File: src/rtl/csp_consts.svh
/*
 * Offsets, field positions, reset values and frame counts of the codec serial control port.
 * Assumes inclusion by bare name from the design files only.
 */
`ifndef CSP_CONSTS_SVH
`define CSP_CONSTS_SVH

// ----------------------------------------
// Register offsets
// ----------------------------------------
`define CSP_OFF_CONFIG    12'h000
`define CSP_OFF_STATUS    12'h004
`define CSP_OFF_DAC       12'h008
`define CSP_OFF_CREG_BASE 12'h010
`define CSP_OFF_CREG_LAST 12'h01C

// ----------------------------------------
// Field positions and reset values
// ----------------------------------------
`define CSP_CFG_ALT_BIT   3
`define CSP_CFG_BIG_BIT   4
`define CSP_CFG_SOLO_BIT  5
`define CSP_CFG_RST       8'h20
`define CSP_CREG_RST      8'h00
`define CSP_CR1_WORD16    0
`define CSP_CR3_CONT      5
`define CSP_NUM_CREG      3'h4

// ----------------------------------------
// Frame counts in bit clocks
// ----------------------------------------
`define CSP_PERIOD_STD    10'h100
`define CSP_PERIOD_BIG    10'h200
`define CSP_PERIOD_CONT   10'h010
`define CSP_WORD_MSB      4'hF
`define CSP_DCI_BITS      4'hE

// ----------------------------------------
// Bus responses
// ----------------------------------------
`define CSP_RESP_OKAY     2'h0
`define CSP_RESP_SLVERR   2'h2

`endif

File: src/rtl/csp_pkg.sv
/*
 * Types of the codec serial control port.
 * Assumes nothing of its surroundings.
 */
package csp_pkg;

	typedef enum logic [1:0] {
		DCI_IDLE,
		DCI_SHIFT,
		DCI_STOP
	} csp_dci_state_t;

endpackage

File: src/rtl/csp_serial_port.sv
/*
 * Codec serial port: primary and secondary frames, register programming,
 * direct configuration input and continuous transfer, with an AXI4-Lite slave.
 * Assumes all link pins are asynchronous to aclk and slower than aclk / 4.
 */
// Decided for this implementation: the register addresses and the AXI4-Lite slave port.
// How it works
// - Secondary words sampled on falling bit clock
// - Zero upper byte is a no-operation
// - Read bit returns register on dout
// - Read-mode register refuses writes until rewritten
// - Read data in low byte, same frame
// - Write answer carries only device address
// - Request pulse sets flag, cleared after programming
// - Secondary frame at half the primary interval
// - Interval 256 or 512 bit clocks by cascade
// - All words most significant bit first
// - 15-bit mode uses D0 as request
// - Reset default is 15-bit mode
// - Converter samples are two's complement
// - 16-bit mode takes only hardware requests
// - Direct input sampled on falling bit clock
// - Continuous mode needs solo master, select 00
// - Continuous words back to back, early sync
// - Continuous mode ignores secondary requests
`timescale 1ns/10ps
`include "csp_consts.svh"

module csp_serial_port #(
	parameter int ADDR_W = 12
) (
	// Clock and reset
	input  wire logic              aclk,
	input  wire logic              aresetn,
	// AXI4-Lite write
	input  wire logic [ADDR_W-1:0] s_axi_awaddr,
	input  wire logic              s_axi_awvalid,
	output logic                   s_axi_awready,
	input  wire logic [31:0]       s_axi_wdata,
	input  wire logic [3:0]        s_axi_wstrb,
	input  wire logic              s_axi_wvalid,
	output logic                   s_axi_wready,
	output logic [1:0]             s_axi_bresp,
	output logic                   s_axi_bvalid,
	input  wire logic              s_axi_bready,
	// AXI4-Lite read
	input  wire logic [ADDR_W-1:0] s_axi_araddr,
	input  wire logic              s_axi_arvalid,
	output logic                   s_axi_arready,
	output logic [31:0]            s_axi_rdata,
	output logic [1:0]             s_axi_rresp,
	output logic                   s_axi_rvalid,
	input  wire logic              s_axi_rready,
	// Serial link
	input  wire logic              sclk,
	input  wire logic              din,
	input  wire logic              alternate_serial_input,
	input  wire logic              direct_config_input,
	input  wire logic              hw_secondary_request,
	input  wire logic [1:0]        master_mode_select,
	output logic                   frame_sync_n,
	output logic                   dout,
	// Converter side
	input  wire logic [15:0]       adc_data,
	output logic                   adc_take,
	output logic [15:0]            dac_data,
	output logic                   dac_valid
);

	// ----------------------------------------
	// Pin synchronisers
	// ----------------------------------------
	localparam int NPIN = 7;
	logic [NPIN-1:0] pin_in;
	logic [NPIN-1:0] pin_s1_r;
	logic [NPIN-1:0] pin_s2_r;
	logic            sclk_d_r;
	logic            req_d_r;

	assign pin_in = {master_mode_select, hw_secondary_request, direct_config_input,
		alternate_serial_input, din, sclk};

	genvar gi;
	generate
		for (gi = 0; gi < NPIN; gi = gi + 1) begin : g_sync
			always_ff @(posedge aclk) begin
				if (!aresetn) begin
					pin_s1_r[gi] <= 1'b0;
					pin_s2_r[gi] <= 1'b0;
				end else begin
					pin_s1_r[gi] <= pin_in[gi];
					pin_s2_r[gi] <= pin_s1_r[gi];
				end
			end
		end
	endgenerate

	always_ff @(posedge aclk) begin
		if (!aresetn) begin
			sclk_d_r <= 1'b0;
			req_d_r  <= 1'b0;
		end else begin
			sclk_d_r <= pin_s2_r[0];
			req_d_r  <= pin_s2_r[4];
		end
	end

	logic       sclk_rise;
	logic       sclk_fall;
	logic       req_rise;
	logic [1:0] mms;
	assign sclk_rise = pin_s2_r[0] & ~sclk_d_r;
	assign sclk_fall = ~pin_s2_r[0] & sclk_d_r;
	assign req_rise  = pin_s2_r[4] & ~req_d_r;
	assign mms       = pin_s2_r[6:5];

	// ----------------------------------------
	// AXI4-Lite slave
	// ----------------------------------------
	logic              aw_have_r, aw_have_nxt;
	logic              w_have_r, w_have_nxt;
	logic [ADDR_W-1:0] aw_addr_r, aw_addr_nxt;
	logic [7:0]        w_byte_r, w_byte_nxt;
	logic              w_lane_r, w_lane_nxt;
	logic              bvalid_r, bvalid_nxt;
	logic [1:0]        bresp_r, bresp_nxt;
	logic              rvalid_r, rvalid_nxt;
	logic [1:0]        rresp_r, rresp_nxt;
	logic [31:0]       rdata_r, rdata_nxt;
	logic              axi_wr;
	logic [31:0]       rd_val;

	logic [7:0]        cfg_r, cfg_nxt;
	logic [7:0]        creg_r [1:4];
	logic [7:0]        creg_nxt [1:4];
	logic [4:1]        rdm_r, rdm_nxt;
	logic              sec_pend_r, sec_pend_nxt;
	logic [15:0]       dac_r, dac_nxt;
	logic              cont;
	logic              mode16;

	function automatic logic is_creg(input logic [ADDR_W-1:0] a);
		is_creg = (a >= ADDR_W'(`CSP_OFF_CREG_BASE)) && (a <= ADDR_W'(`CSP_OFF_CREG_LAST))
			&& (a[1:0] == 2'h0);
	endfunction

	function automatic logic addr_ok(input logic [ADDR_W-1:0] a);
		addr_ok = is_creg(a) || (a == ADDR_W'(`CSP_OFF_CONFIG))
			|| (a == ADDR_W'(`CSP_OFF_STATUS)) || (a == ADDR_W'(`CSP_OFF_DAC));
	endfunction

	function automatic logic [2:0] creg_idx(input logic [ADDR_W-1:0] a);
		creg_idx = {1'b0, a[3:2]} + 3'h1;
	endfunction

	assign s_axi_awready = ~aw_have_r;
	assign s_axi_wready  = ~w_have_r;
	assign s_axi_arready = ~rvalid_r;
	assign s_axi_bvalid  = bvalid_r;
	assign s_axi_bresp   = bresp_r;
	assign s_axi_rvalid  = rvalid_r;
	assign s_axi_rresp   = rresp_r;
	assign s_axi_rdata   = rdata_r;
	assign axi_wr        = aw_have_r & w_have_r & ~bvalid_r;

	always_comb begin
		rd_val = 32'h0000_0000;
		if (s_axi_araddr == ADDR_W'(`CSP_OFF_CONFIG)) begin
			rd_val = {24'h00_0000, cfg_r};
		end else if (s_axi_araddr == ADDR_W'(`CSP_OFF_STATUS)) begin
			rd_val = {24'h00_0000, rdm_r, 1'b0, mode16, cont, sec_pend_r};
		end else if (s_axi_araddr == ADDR_W'(`CSP_OFF_DAC)) begin
			rd_val = {16'h0000, dac_r};
		end else if (is_creg(s_axi_araddr)) begin
			rd_val = {24'h00_0000, creg_r[creg_idx(s_axi_araddr)]};
		end
	end

	always_comb begin
		aw_have_nxt = aw_have_r;
		w_have_nxt  = w_have_r;
		aw_addr_nxt = aw_addr_r;
		w_byte_nxt  = w_byte_r;
		w_lane_nxt  = w_lane_r;
		bvalid_nxt  = bvalid_r;
		bresp_nxt   = bresp_r;
		rvalid_nxt  = rvalid_r;
		rresp_nxt   = rresp_r;
		rdata_nxt   = rdata_r;
		if (s_axi_awvalid && !aw_have_r) begin
			aw_have_nxt = 1'b1;
			aw_addr_nxt = s_axi_awaddr;
		end
		if (s_axi_wvalid && !w_have_r) begin
			w_have_nxt = 1'b1;
			w_byte_nxt = s_axi_wdata[7:0];
			w_lane_nxt = s_axi_wstrb[0];
		end
		if (bvalid_r && s_axi_bready) begin
			bvalid_nxt = 1'b0;
		end
		if (axi_wr) begin
			aw_have_nxt = 1'b0;
			w_have_nxt  = 1'b0;
			bvalid_nxt  = 1'b1;
			bresp_nxt   = addr_ok(aw_addr_r) ? `CSP_RESP_OKAY : `CSP_RESP_SLVERR;
		end
		if (rvalid_r && s_axi_rready) begin
			rvalid_nxt = 1'b0;
		end
		if (s_axi_arvalid && !rvalid_r) begin
			rvalid_nxt = 1'b1;
			rdata_nxt  = rd_val;
			rresp_nxt  = addr_ok(s_axi_araddr) ? `CSP_RESP_OKAY : `CSP_RESP_SLVERR;
		end
	end

	always_ff @(posedge aclk) begin
		if (!aresetn) begin
			aw_have_r <= 1'b0;
			w_have_r  <= 1'b0;
			aw_addr_r <= '0;
			w_byte_r  <= 8'h00;
			w_lane_r  <= 1'b0;
			bvalid_r  <= 1'b0;
			bresp_r   <= `CSP_RESP_OKAY;
			rvalid_r  <= 1'b0;
			rresp_r   <= `CSP_RESP_OKAY;
			rdata_r   <= 32'h0000_0000;
		end else begin
			aw_have_r <= aw_have_nxt;
			w_have_r  <= w_have_nxt;
			aw_addr_r <= aw_addr_nxt;
			w_byte_r  <= w_byte_nxt;
			w_lane_r  <= w_lane_nxt;
			bvalid_r  <= bvalid_nxt;
			bresp_r   <= bresp_nxt;
			rvalid_r  <= rvalid_nxt;
			rresp_r   <= rresp_nxt;
			rdata_r   <= rdata_nxt;
		end
	end

	// ----------------------------------------
	// Frame engine and control registers
	// ----------------------------------------
	logic [9:0]                  slot_r, slot_nxt;
	logic                        fs_r, fs_nxt;
	logic                        act_r, act_nxt;
	logic                        sec_r, sec_nxt;
	logic [3:0]                  bit_r, bit_nxt;
	logic [15:0]                 rx_r, rx_nxt;
	logic [15:0]                 txs_r, txs_nxt;
	logic                        dout_r, dout_nxt;
	logic                        take_r, take_nxt;
	logic                        dval_r, dval_nxt;
	csp_pkg::csp_dci_state_t     dci_r, dci_nxt;
	logic [3:0]                  dcnt_r, dcnt_nxt;
	logic [14:0]                 dsh_r, dsh_nxt;
	logic [9:0]                  period;
	logic [2:0]                  own;
	logic [7:0]                  rd_byte;
	logic [15:0]                 sec_tx;
	logic [15:0]                 w;
	logic [14:0]                 dw;

	function automatic logic reg_ok(input logic [2:0] ra);
		reg_ok = (ra != 3'h0) && (ra <= `CSP_NUM_CREG);
	endfunction

	assign own    = cfg_r[2:0];
	assign mode16 = creg_r[1][`CSP_CR1_WORD16];
	assign cont   = creg_r[3][`CSP_CR3_CONT] & cfg_r[`CSP_CFG_SOLO_BIT]
		& (mms == 2'h0);
	assign period = cont ? `CSP_PERIOD_CONT
		: (cfg_r[`CSP_CFG_BIG_BIT] ? `CSP_PERIOD_BIG : `CSP_PERIOD_STD);
	assign rd_byte = (rx_r[7:5] == own && rx_r[4] && reg_ok(rx_r[3:1]))
		? creg_r[rx_r[3:1]] : 8'h00;
	assign sec_tx = {own, 5'h00, rd_byte};

	always_comb begin
		slot_nxt     = slot_r;
		fs_nxt       = fs_r;
		act_nxt      = act_r;
		sec_nxt      = sec_r;
		bit_nxt      = bit_r;
		rx_nxt       = rx_r;
		txs_nxt      = txs_r;
		dout_nxt     = dout_r;
		take_nxt     = 1'b0;
		dval_nxt     = 1'b0;
		dac_nxt      = dac_r;
		cfg_nxt      = cfg_r;
		creg_nxt     = creg_r;
		rdm_nxt      = rdm_r;
		sec_pend_nxt = sec_pend_r;
		dci_nxt      = dci_r;
		dcnt_nxt     = dcnt_r;
		dsh_nxt      = dsh_r;
		w            = {rx_r[14:0], pin_s2_r[1]};
		dw           = {dsh_r[13:0], pin_s2_r[3]};
		if (axi_wr && w_lane_r) begin
			if (aw_addr_r == ADDR_W'(`CSP_OFF_CONFIG)) begin
				cfg_nxt = w_byte_r;
			end else if (is_creg(aw_addr_r)) begin
				creg_nxt[creg_idx(aw_addr_r)] = w_byte_r;
			end
		end
		if (sclk_rise) begin
			slot_nxt = (slot_r >= period - 10'h001) ? 10'h000 : slot_r + 10'h001;
			fs_nxt = !((slot_nxt == 10'h000) || (!cont && sec_pend_r
				&& slot_nxt == (period >> 1)));
			if (!fs_r) begin
				act_nxt  = 1'b1;
				sec_nxt  = (slot_r != 10'h000);
				bit_nxt  = `CSP_WORD_MSB;
				txs_nxt  = adc_data;
				take_nxt = (slot_r == 10'h000);
				dout_nxt = sec_nxt ? sec_tx[`CSP_WORD_MSB] : adc_data[`CSP_WORD_MSB];
			end else if (act_r && bit_r != 4'h0) begin
				bit_nxt  = bit_r - 4'h1;
				// Freeze answer once the header is in
				if (sec_r && bit_nxt == 4'h7) begin
					txs_nxt = sec_tx;
				end
				dout_nxt = (sec_r && bit_nxt > 4'h7) ? sec_tx[bit_nxt]
					: txs_nxt[bit_nxt];
			end else begin
				act_nxt  = 1'b0;
				dout_nxt = 1'b0;
			end
		end
		if (sclk_fall && act_r) begin
			if (sec_r && cfg_r[`CSP_CFG_ALT_BIT]) begin
				w[0] = pin_s2_r[2];
			end
			rx_nxt = w;
			if (bit_r == 4'h0 && !sec_r) begin
				dval_nxt = 1'b1;
				dac_nxt  = mode16 ? w : {w[15:1], 1'b0};
				if (!mode16 && !cont && w[0]) begin
					sec_pend_nxt = 1'b1;
				end
			end else if (bit_r == 4'h0) begin
				sec_pend_nxt = 1'b0;
				if (w[15:13] == own && w[15:8] != 8'h00 && reg_ok(w[11:9])) begin
					if (w[12]) begin
						rdm_nxt[w[11:9]] = 1'b1;
					end else if (rdm_r[w[11:9]]) begin
						rdm_nxt[w[11:9]] = 1'b0;
					end else begin
						creg_nxt[w[11:9]] = w[7:0];
					end
				end
			end
		end
		if (req_rise && !cont) begin
			sec_pend_nxt = 1'b1;
		end
		if (sclk_fall) begin
			case (dci_r)
				csp_pkg::DCI_IDLE: begin
					if (!pin_s2_r[3]) begin
						dci_nxt  = csp_pkg::DCI_SHIFT;
						dcnt_nxt = `CSP_DCI_BITS;
					end
				end
				csp_pkg::DCI_SHIFT: begin
					dsh_nxt  = dw;
					dcnt_nxt = dcnt_r - 4'h1;
					if (dcnt_r == 4'h0) begin
						dci_nxt = csp_pkg::DCI_STOP;
						if (dw[14:12] == own && reg_ok(dw[11:9])) begin
							creg_nxt[dw[11:9]] = dw[7:0];
						end
					end
				end
				csp_pkg::DCI_STOP: begin
					if (pin_s2_r[3]) begin
						dci_nxt = csp_pkg::DCI_IDLE;
					end
				end
				default: begin
					dci_nxt = csp_pkg::DCI_IDLE;
				end
			endcase
		end
	end

	always_ff @(posedge aclk) begin
		if (!aresetn) begin
			slot_r     <= 10'h000;
			fs_r       <= 1'b1;
			act_r      <= 1'b0;
			sec_r      <= 1'b0;
			bit_r      <= 4'h0;
			rx_r       <= 16'h0000;
			txs_r      <= 16'h0000;
			dout_r     <= 1'b0;
			take_r     <= 1'b0;
			dval_r     <= 1'b0;
			dac_r      <= 16'h0000;
			cfg_r      <= `CSP_CFG_RST;
			creg_r     <= '{default: `CSP_CREG_RST};
			rdm_r      <= 4'h0;
			sec_pend_r <= 1'b0;
			dci_r      <= csp_pkg::DCI_IDLE;
			dcnt_r     <= 4'h0;
			dsh_r      <= 15'h0000;
		end else begin
			slot_r     <= slot_nxt;
			fs_r       <= fs_nxt;
			act_r      <= act_nxt;
			sec_r      <= sec_nxt;
			bit_r      <= bit_nxt;
			rx_r       <= rx_nxt;
			txs_r      <= txs_nxt;
			dout_r     <= dout_nxt;
			take_r     <= take_nxt;
			dval_r     <= dval_nxt;
			dac_r      <= dac_nxt;
			cfg_r      <= cfg_nxt;
			creg_r     <= creg_nxt;
			rdm_r      <= rdm_nxt;
			sec_pend_r <= sec_pend_nxt;
			dci_r      <= dci_nxt;
			dcnt_r     <= dcnt_nxt;
			dsh_r      <= dsh_nxt;
		end
	end

	assign frame_sync_n = fs_r;
	assign dout         = dout_r;
	assign adc_take     = take_r;
	assign dac_data     = dac_r;
	assign dac_valid    = dval_r;

endmodule

File: config.mk
export PLATFORM = sky130hd
export DESIGN_NAME = csp_serial_port
export DESIGN_NICKNAME = d
export VERILOG_FILES = /design/src/rtl/csp_pkg.sv /design/src/rtl/csp_serial_port.sv
export VERILOG_INCLUDE_DIRS = /design/src /design/src/rtl
export SDC_FILE = /design/constraint.sdc
export NUM_CORES = 1
export LEC_CHECK = 0
export BUFFER_PORTS_ARGS = -buffer_cell sky130_fd_sc_hd__buf_4
export CORE_ASPECT_RATIO = 0.75
export CORE_MARGIN = 1
export CORE_UTILIZATION = 40
export CTS_CLUSTER_SIZE = 8
export DETAILED_ROUTE_END_ITERATION = 7
export GPL_ROUTABILITY_DRIVEN = 0
export PLACE_DENSITY = 0.58
export SKIP_LAST_GASP = 1
export SLEW_MARGIN = 20
export SYNTH_ARGS = -nofsm -noshare
export SYNTH_HDL_FRONTEND = slang
export SYNTH_SLANG_ARGS = --single-unit
File: constraint.sdc
create_clock -name aclk -period 2.8 [get_ports aclk]
set_input_delay 0.42 -clock aclk [delete_from_list [all_inputs] [get_ports aclk]]
set_output_delay 0.42 -clock aclk [all_outputs]
set_load 0.02 [all_outputs]
Yosys cells after proc, flatten, opt, wreduce, memory -nomap -nowiden
Cells that the tools add are included.
{"block": "totals", "ff_bits": 209, "latch_bits": 0, "mem_bits_rw": 0, "mem_bits_ro": 0, "inputBits": 90, "output_inout_bits": 61, "wordCells": 279, "mem_count": 0}
{"block": "classes", "addsub": 6, "multipliers": 0, "div_mod_pow": 0, "n_lt_le_gt_ge": 20, "n_eq_ne": 17, "n_shift": 0, "muxes": 81, "bitwise_logic": 26, "reduce_logical": 82}
{"op": "2-to-1 mux 32 bit", "n": 13}
{"op": "2-to-1 mux 16 bit", "n": 9}
{"op": "bitwise mux 32 bit", "n": 3}
{"op": "demux 8 bit (select 3 bit)", "n": 3}
{"op": "2-to-1 mux 8 bit", "n": 9}
{"op": "binary-select mux 8 bit (select 3 bit)", "n": 2}
{"op": "logical AND 1 bit", "n": 33}
{"op": "2-to-1 mux 10 bit", "n": 3}
{"op": "== test 12 x 3 -> 1 bit (second input constant)", "n": 2}
{"op": "== test 12 x 4 -> 1 bit (second input constant)", "n": 2}
{"op": "greater-or-equal comparator 12 x 5 -> 1 bit (second input constant)", "n": 2}
{"op": "less-or-equal comparator 12 x 5 -> 1 bit (second input constant)", "n": 2}
{"op": "zero test 12 bit", "n": 2}
{"op": "2-to-1 mux 1 bit", "n": 23}
{"op": "greater-or-equal comparator 4 bit (second input constant)", "n": 5}
{"op": "zero test 10 bit", "n": 2}
{"op": "2-to-1 mux 4 bit", "n": 5}
{"op": "inverter 3 -> 4 bit", "n": 5}
{"op": "AND reduction 2 bit", "n": 7}
{"op": "< comparator 4 x 1 -> 1 bit (second input constant)", "n": 3}
{"op": "nonzero test 3 bit", "n": 4}
{"op": "inverter 1 bit", "n": 11}
{"op": "adder 10 x 1 -> 10 bit (second input constant)", "n": 1}
{"op": "== test 10 x 9 -> 1 bit", "n": 1}
{"op": "39 further kinds", "n": 80}

Logic depth before layout (Yosys ltp)
{"block": "depth", "depth_word": 22, "ltp_mapped": 11, "depth_no_buf": 11}

Worst setup path before layout
OpenSTA, ideal clock, no wires.
{"block": "synth_timing", "kind": "register -> register", "startpoint": "register creg_r[13] (netlist name)", "endpoint": "register slot_r[5]", "arrival_ps": 2498, "required_ps": 2730, "path_slack_ps": 232, "path_stages_with_launch": 12, "synth_period_minus_slack_ps": 2568, "path_cell_list": "dfxtp_1 -> nand2_1 -> or3_1 -> inv_1 -> ha_1 -> a41o_1 -> a21o_1 -> a21oi_1 -> o21a_1 -> nand2_1 -> or4_1 -> a21oi_1"}
{"block": "synth_between", "elab_chain_len": 6}
{"element": "start, declared", "line_no": "csp_serial_port.sv:134", "rtl": "logic [7:0] creg_r [1:4];"}
{"element": "start signal, assigned", "line_no": "csp_serial_port.sv:423", "rtl": "creg_r <= creg_nxt;"}
{"element": "bitwise AND 1 bit (2 in a row)", "line_no": "csp_serial_port.sv:273", "rtl": "assign cont = creg_r[3][`CSP_CR3_CONT] & cfg_r[`CSP_CFG_SOLO_BIT]"}
{"element": "2-to-1 mux 10 bit", "line_no": "csp_serial_port.sv:275", "rtl": "assign period = cont ? `CSP_PERIOD_CONT"}
{"element": "subtractor 10 x 1 -> 10 bit", "line_no": "csp_serial_port.sv:310", "rtl": "slot_nxt = (slot_r >= period - 10'h001) ? 10'h000 : slot_r + 10'h001;"}
{"element": "greater-or-equal comparator 10 bit", "line_no": "csp_serial_port.sv:310"}
{"element": "2-to-1 mux 10 bit", "line_no": "csp_serial_port.sv:310"}
{"element": "end signal, assigned", "line_no": "csp_serial_port.sv:411", "rtl": "slot_r <= slot_nxt;"}
{"element": "end, declared", "line_no": "csp_serial_port.sv:247", "rtl": "logic [9:0] slot_r, slot_nxt;"}
No other way between the ends.
A chain may end at the register's enable or synchronous reset.

Final worst setup path
Same ends and word-level chain as after synthesis.

==> flow_summary.yaml <==
grt:
  antenna_found_initial: 0
  grt_max_degree: 69
  grt.total_usage: 0.2267
  grt_pass1_vias: 7741
  grt_pass1_wl_mm: 42.09
  grt_overflow: 0
pwr:
  clkPwrFrac: 0.443
  p_sw_frac: 0.2638
  pwr-share-comb: 0.068
  ir_worst_vdd_v: 0.0004410
  switchingPower_mw: 1.519
  intPower_mw: 4.239
  power_density_nw_per_um2: 518.9
  p_seq_frac: 0.489
  p_leak_nw: 4.501
cts:
  clk_pin_slew_ps: 80
  root_buffer: "clkbuf_16"
  h-tree-depth: 4
  clock_path_buffers: 2
  cts_setup_buffers: 0
  cts_made_buffers: 17
  cts.sinks: 191
  cts_tree: "done"
  clock_latency_ps: 450
timing:
  finalSetupTns_ps: 0
  slew_headroom: 0.2159
  rsz0062_at_grt: "false"
  finalSetupViolations: 0
  worst_pin_slew_ps: 1174
  hold_viol: 0
  drv_slew: 0
  finClkSkew_ps: 15.95
  period_needed_ps: 2608
  max_freq_mhz: 383.4
  holdWs_ps: 151.9
  timing.final.crit_share: 0.9315
  setup_ws_ps: 191.8
floorplan:
  core_um2: 22460
  rows: 47
  die_y_um: 134.2
  io_pins: 151
  dieArea_um2: 23930
  initial_core_util: 0.4151
  die_w_um: 178.3
logic_synthesis:
  synth_edf_count: 0
  syn_avg_cell_area_um2: 8.038
  seq_area_frac_synth: 0.4101
  synth.cell_area_um2: 9324
  yosysWarnings: 0
  synthArstFlopShare: 0
  synth_cells: 1160
  synthDistinctLibCells: 64
  dominantRegCellSynth: "dfxtp_1"
  synth_seq_cells: 191
placement:
  post-place-ws_ps: 119.5
  hpwl_mm: 19.41
  port_buffers: 105
  dpl_cell_area_um2: 10460
cells_and_area:
  drive_above_1_share: 0.1595
  finalInstanceArea_um2: 11100
  diodes: 0
  nets: 1350
  fill_cells: 2193
  final_util: 0.4940
  syn2layout_area_growth_pct: 19.02
outcome:
  status: "completed"
routing:
  drtIter0Drc: 723
  drt-pass1-iter-count: 6
  routed_wl_mm: 26.94
  drc: 0
  viasPerCell: 5.512
  vias: 8565
  wl_per_cell_um: 17.34
  ant_nets: 0
worst_setup_path:
  required_ps: 3170
  cp.arrival_ps: 2980
  end_kind: "flip-flop"
  critical_path.max_fanout: 4
  crit_type: "reg -> reg"
  reg2reg_slack_ps: 190
  startpoint_type: "flip-flop"
hold_path:
  worst_hold_path_type: "in -> reg"
run:
  maxCapViolations: 0
==> layout make-up <==
type / count / area (um^2) / area share
flip-flops and latches: 191 / 3825 / 0.3447
clock inverters: 14 / 190.2 / 0.01714
multi-input cells: 863 / 5020 / 0.4524
repair buffers: 153 / 1174 / 0.1058
inverters: 21 / 81.33 / 0.007329
well taps: 294 / 367.9 / 0.03315
clock buffers: 18 / 439.2 / 0.03958
==> repair_timing <==
| item | CTS | global route |
|---|---|---|
| hold buffers | 0 | 0 |
| gates resized for setup | 0 | 3 |
| endpoints found under the setup margin | 0 | 4 |
| endpoints found under the hold margin | 0 | 0 |
==> per-stage QoR <==
step | instances | total power, mW
6_report | 1554 | 5.758
5_1_grt | 1554 | 5.968
4_1_cts | 1554 | 5.805
3_5_place_dp | 1522 | 3.272
3_3_place_gp | 1522 | 3.268
2_1_floorplan | 1177 | 3.112
==> metal layers <==
layer	track usage	vias up	part of all wire
met2	0.3353	299	0.43
met4	0.06309	0	0.014
met5	0	-	0
li1	-	4219	-
met1	0.3312	4022	0.50
met3	0.04507	25	0.064
==> flip-flops by register name, indices dropped and copies added (netlist names), 4 cells and up, named ones only <==
signal,flops
dcnt_r,4
bit_r,4
dac_data,16
creg_r,32
txs_r,16
pin_s1_r,7
s_axi_rdata,16
w_byte_r,8
aw_addr_r,12
dsh_r,14
pin_s2_r,4
rx_r,15
cfg_r,8
slot_r,10
==> cell usage in the layout (no fill, tap or decap), types with 14 or more instances in the layout <==
| master | n |
|---|---|
| nand2_1 | 211 |
| dfxtp_1 | 190 |
| buf_4 | 151 |
| a21oi_1 | 112 |
| nor2_1 | 94 |
| mux2i_1 | 68 |
| a22oi_1 | 41 |
| o22ai_1 | 38 |
| o21ai_0 | 33 |
| o21ai_1 | 32 |
| inv_1 | 20 |
| nand3_1 | 20 |
| and2_1 | 19 |
| conb_1 | 18 |
| clkbuf_16 | 17 |
| nor3_1 | 16 |
| a211oi_1 | 14 |
==> worst max-delay path, stage by stage, from the launching register on <==
cell	delay, ps
dfxtp_2	380
nand2_1	60
or3_1	350
inv_1	120
ha_1	240
a41o_1	240
a21o_1	180
a21oi_2	150
o21a_1	170
nand2_1	100
or4_1	410
a21oi_1	130
==> logic make-up after synthesis <==
family	share of synthesized area
buf+inv	0.05958
flops	0.4101
simple gates	0.2148
xor+xnor	0.01691
compound gates	0.1993
mux	0.08145
other cells	0.0004022
fa+ha+maj	0.01745
==> power groups by stage <==
stage	Clock, mW	Combinational (mW)	Sequential (mW)
6_report	2.55	0.393	2.82
3_3_place_gp	0	0.389	2.88
4_1_cts	2.60	0.394	2.82
3_5_place_dp	0	0.393	2.88
2_1_floorplan	0	0.240	2.87
5_1_grt	2.71	0.432	2.82
==> path summary, 6_finish.rpt <==
check,startpoint,cells after the start,end
max,creg_r[13],11,slot_r[5]
min,s_axi_rready,2,s_axi_rvalid
max reg2reg,creg_r[13],11,slot_r[5]
min reg2reg,pin_s1_r[2],1,pin_s2_r[2]
==> Yosys cell counts (2+ instances only) <==
library cell,n,area share
or4_1,5,0.0040
a311oi_1,3,0.0028
clkbuf_1,62,0.025
nor2b_1,6,0.0040
nand4_4,2,0.0046
a222oi_1,7,0.0075
nand3b_1,7,0.0056
nand2_1,211,0.085
and3b_1,2,0.0019
buf_2,14,0.0075
a22oi_1,41,0.033
a211oi_1,14,0.011
a31oi_1,5,0.0034
buf_4,20,0.016
nand4b_1,5,0.0047
o21ai_1,32,0.017
nor3b_1,4,0.0032
or3_1,8,0.0054
nand3_1,20,0.011
nor4_1,6,0.0040
xnor2_1,11,0.010
o21ai_0,33,0.018
a21o_1,3,0.0024
nand4_1,5,0.0034
and2_1,19,0.013
and3_1,3,0.0020
a221oi_1,2,0.0019
inv_1,20,0.0081
ha_1,13,0.017
o22ai_1,38,0.025
a21oi_1,113,0.061
mux2_1,3,0.0036
mux2_2,2,0.0024
nand2b_1,6,0.0040
nor3_1,16,0.0086
buf_1,5,0.0020
mux2i_1,68,0.073
o211ai_1,5,0.0040
xor2_1,7,0.0066
dfxtp_1,191,0.41
or2_1,2,0.0013
o21a_1,5,0.0040
nor4_2,2,0.0027
nor2_1,94,0.038
(Power assumes the default switching activity.)
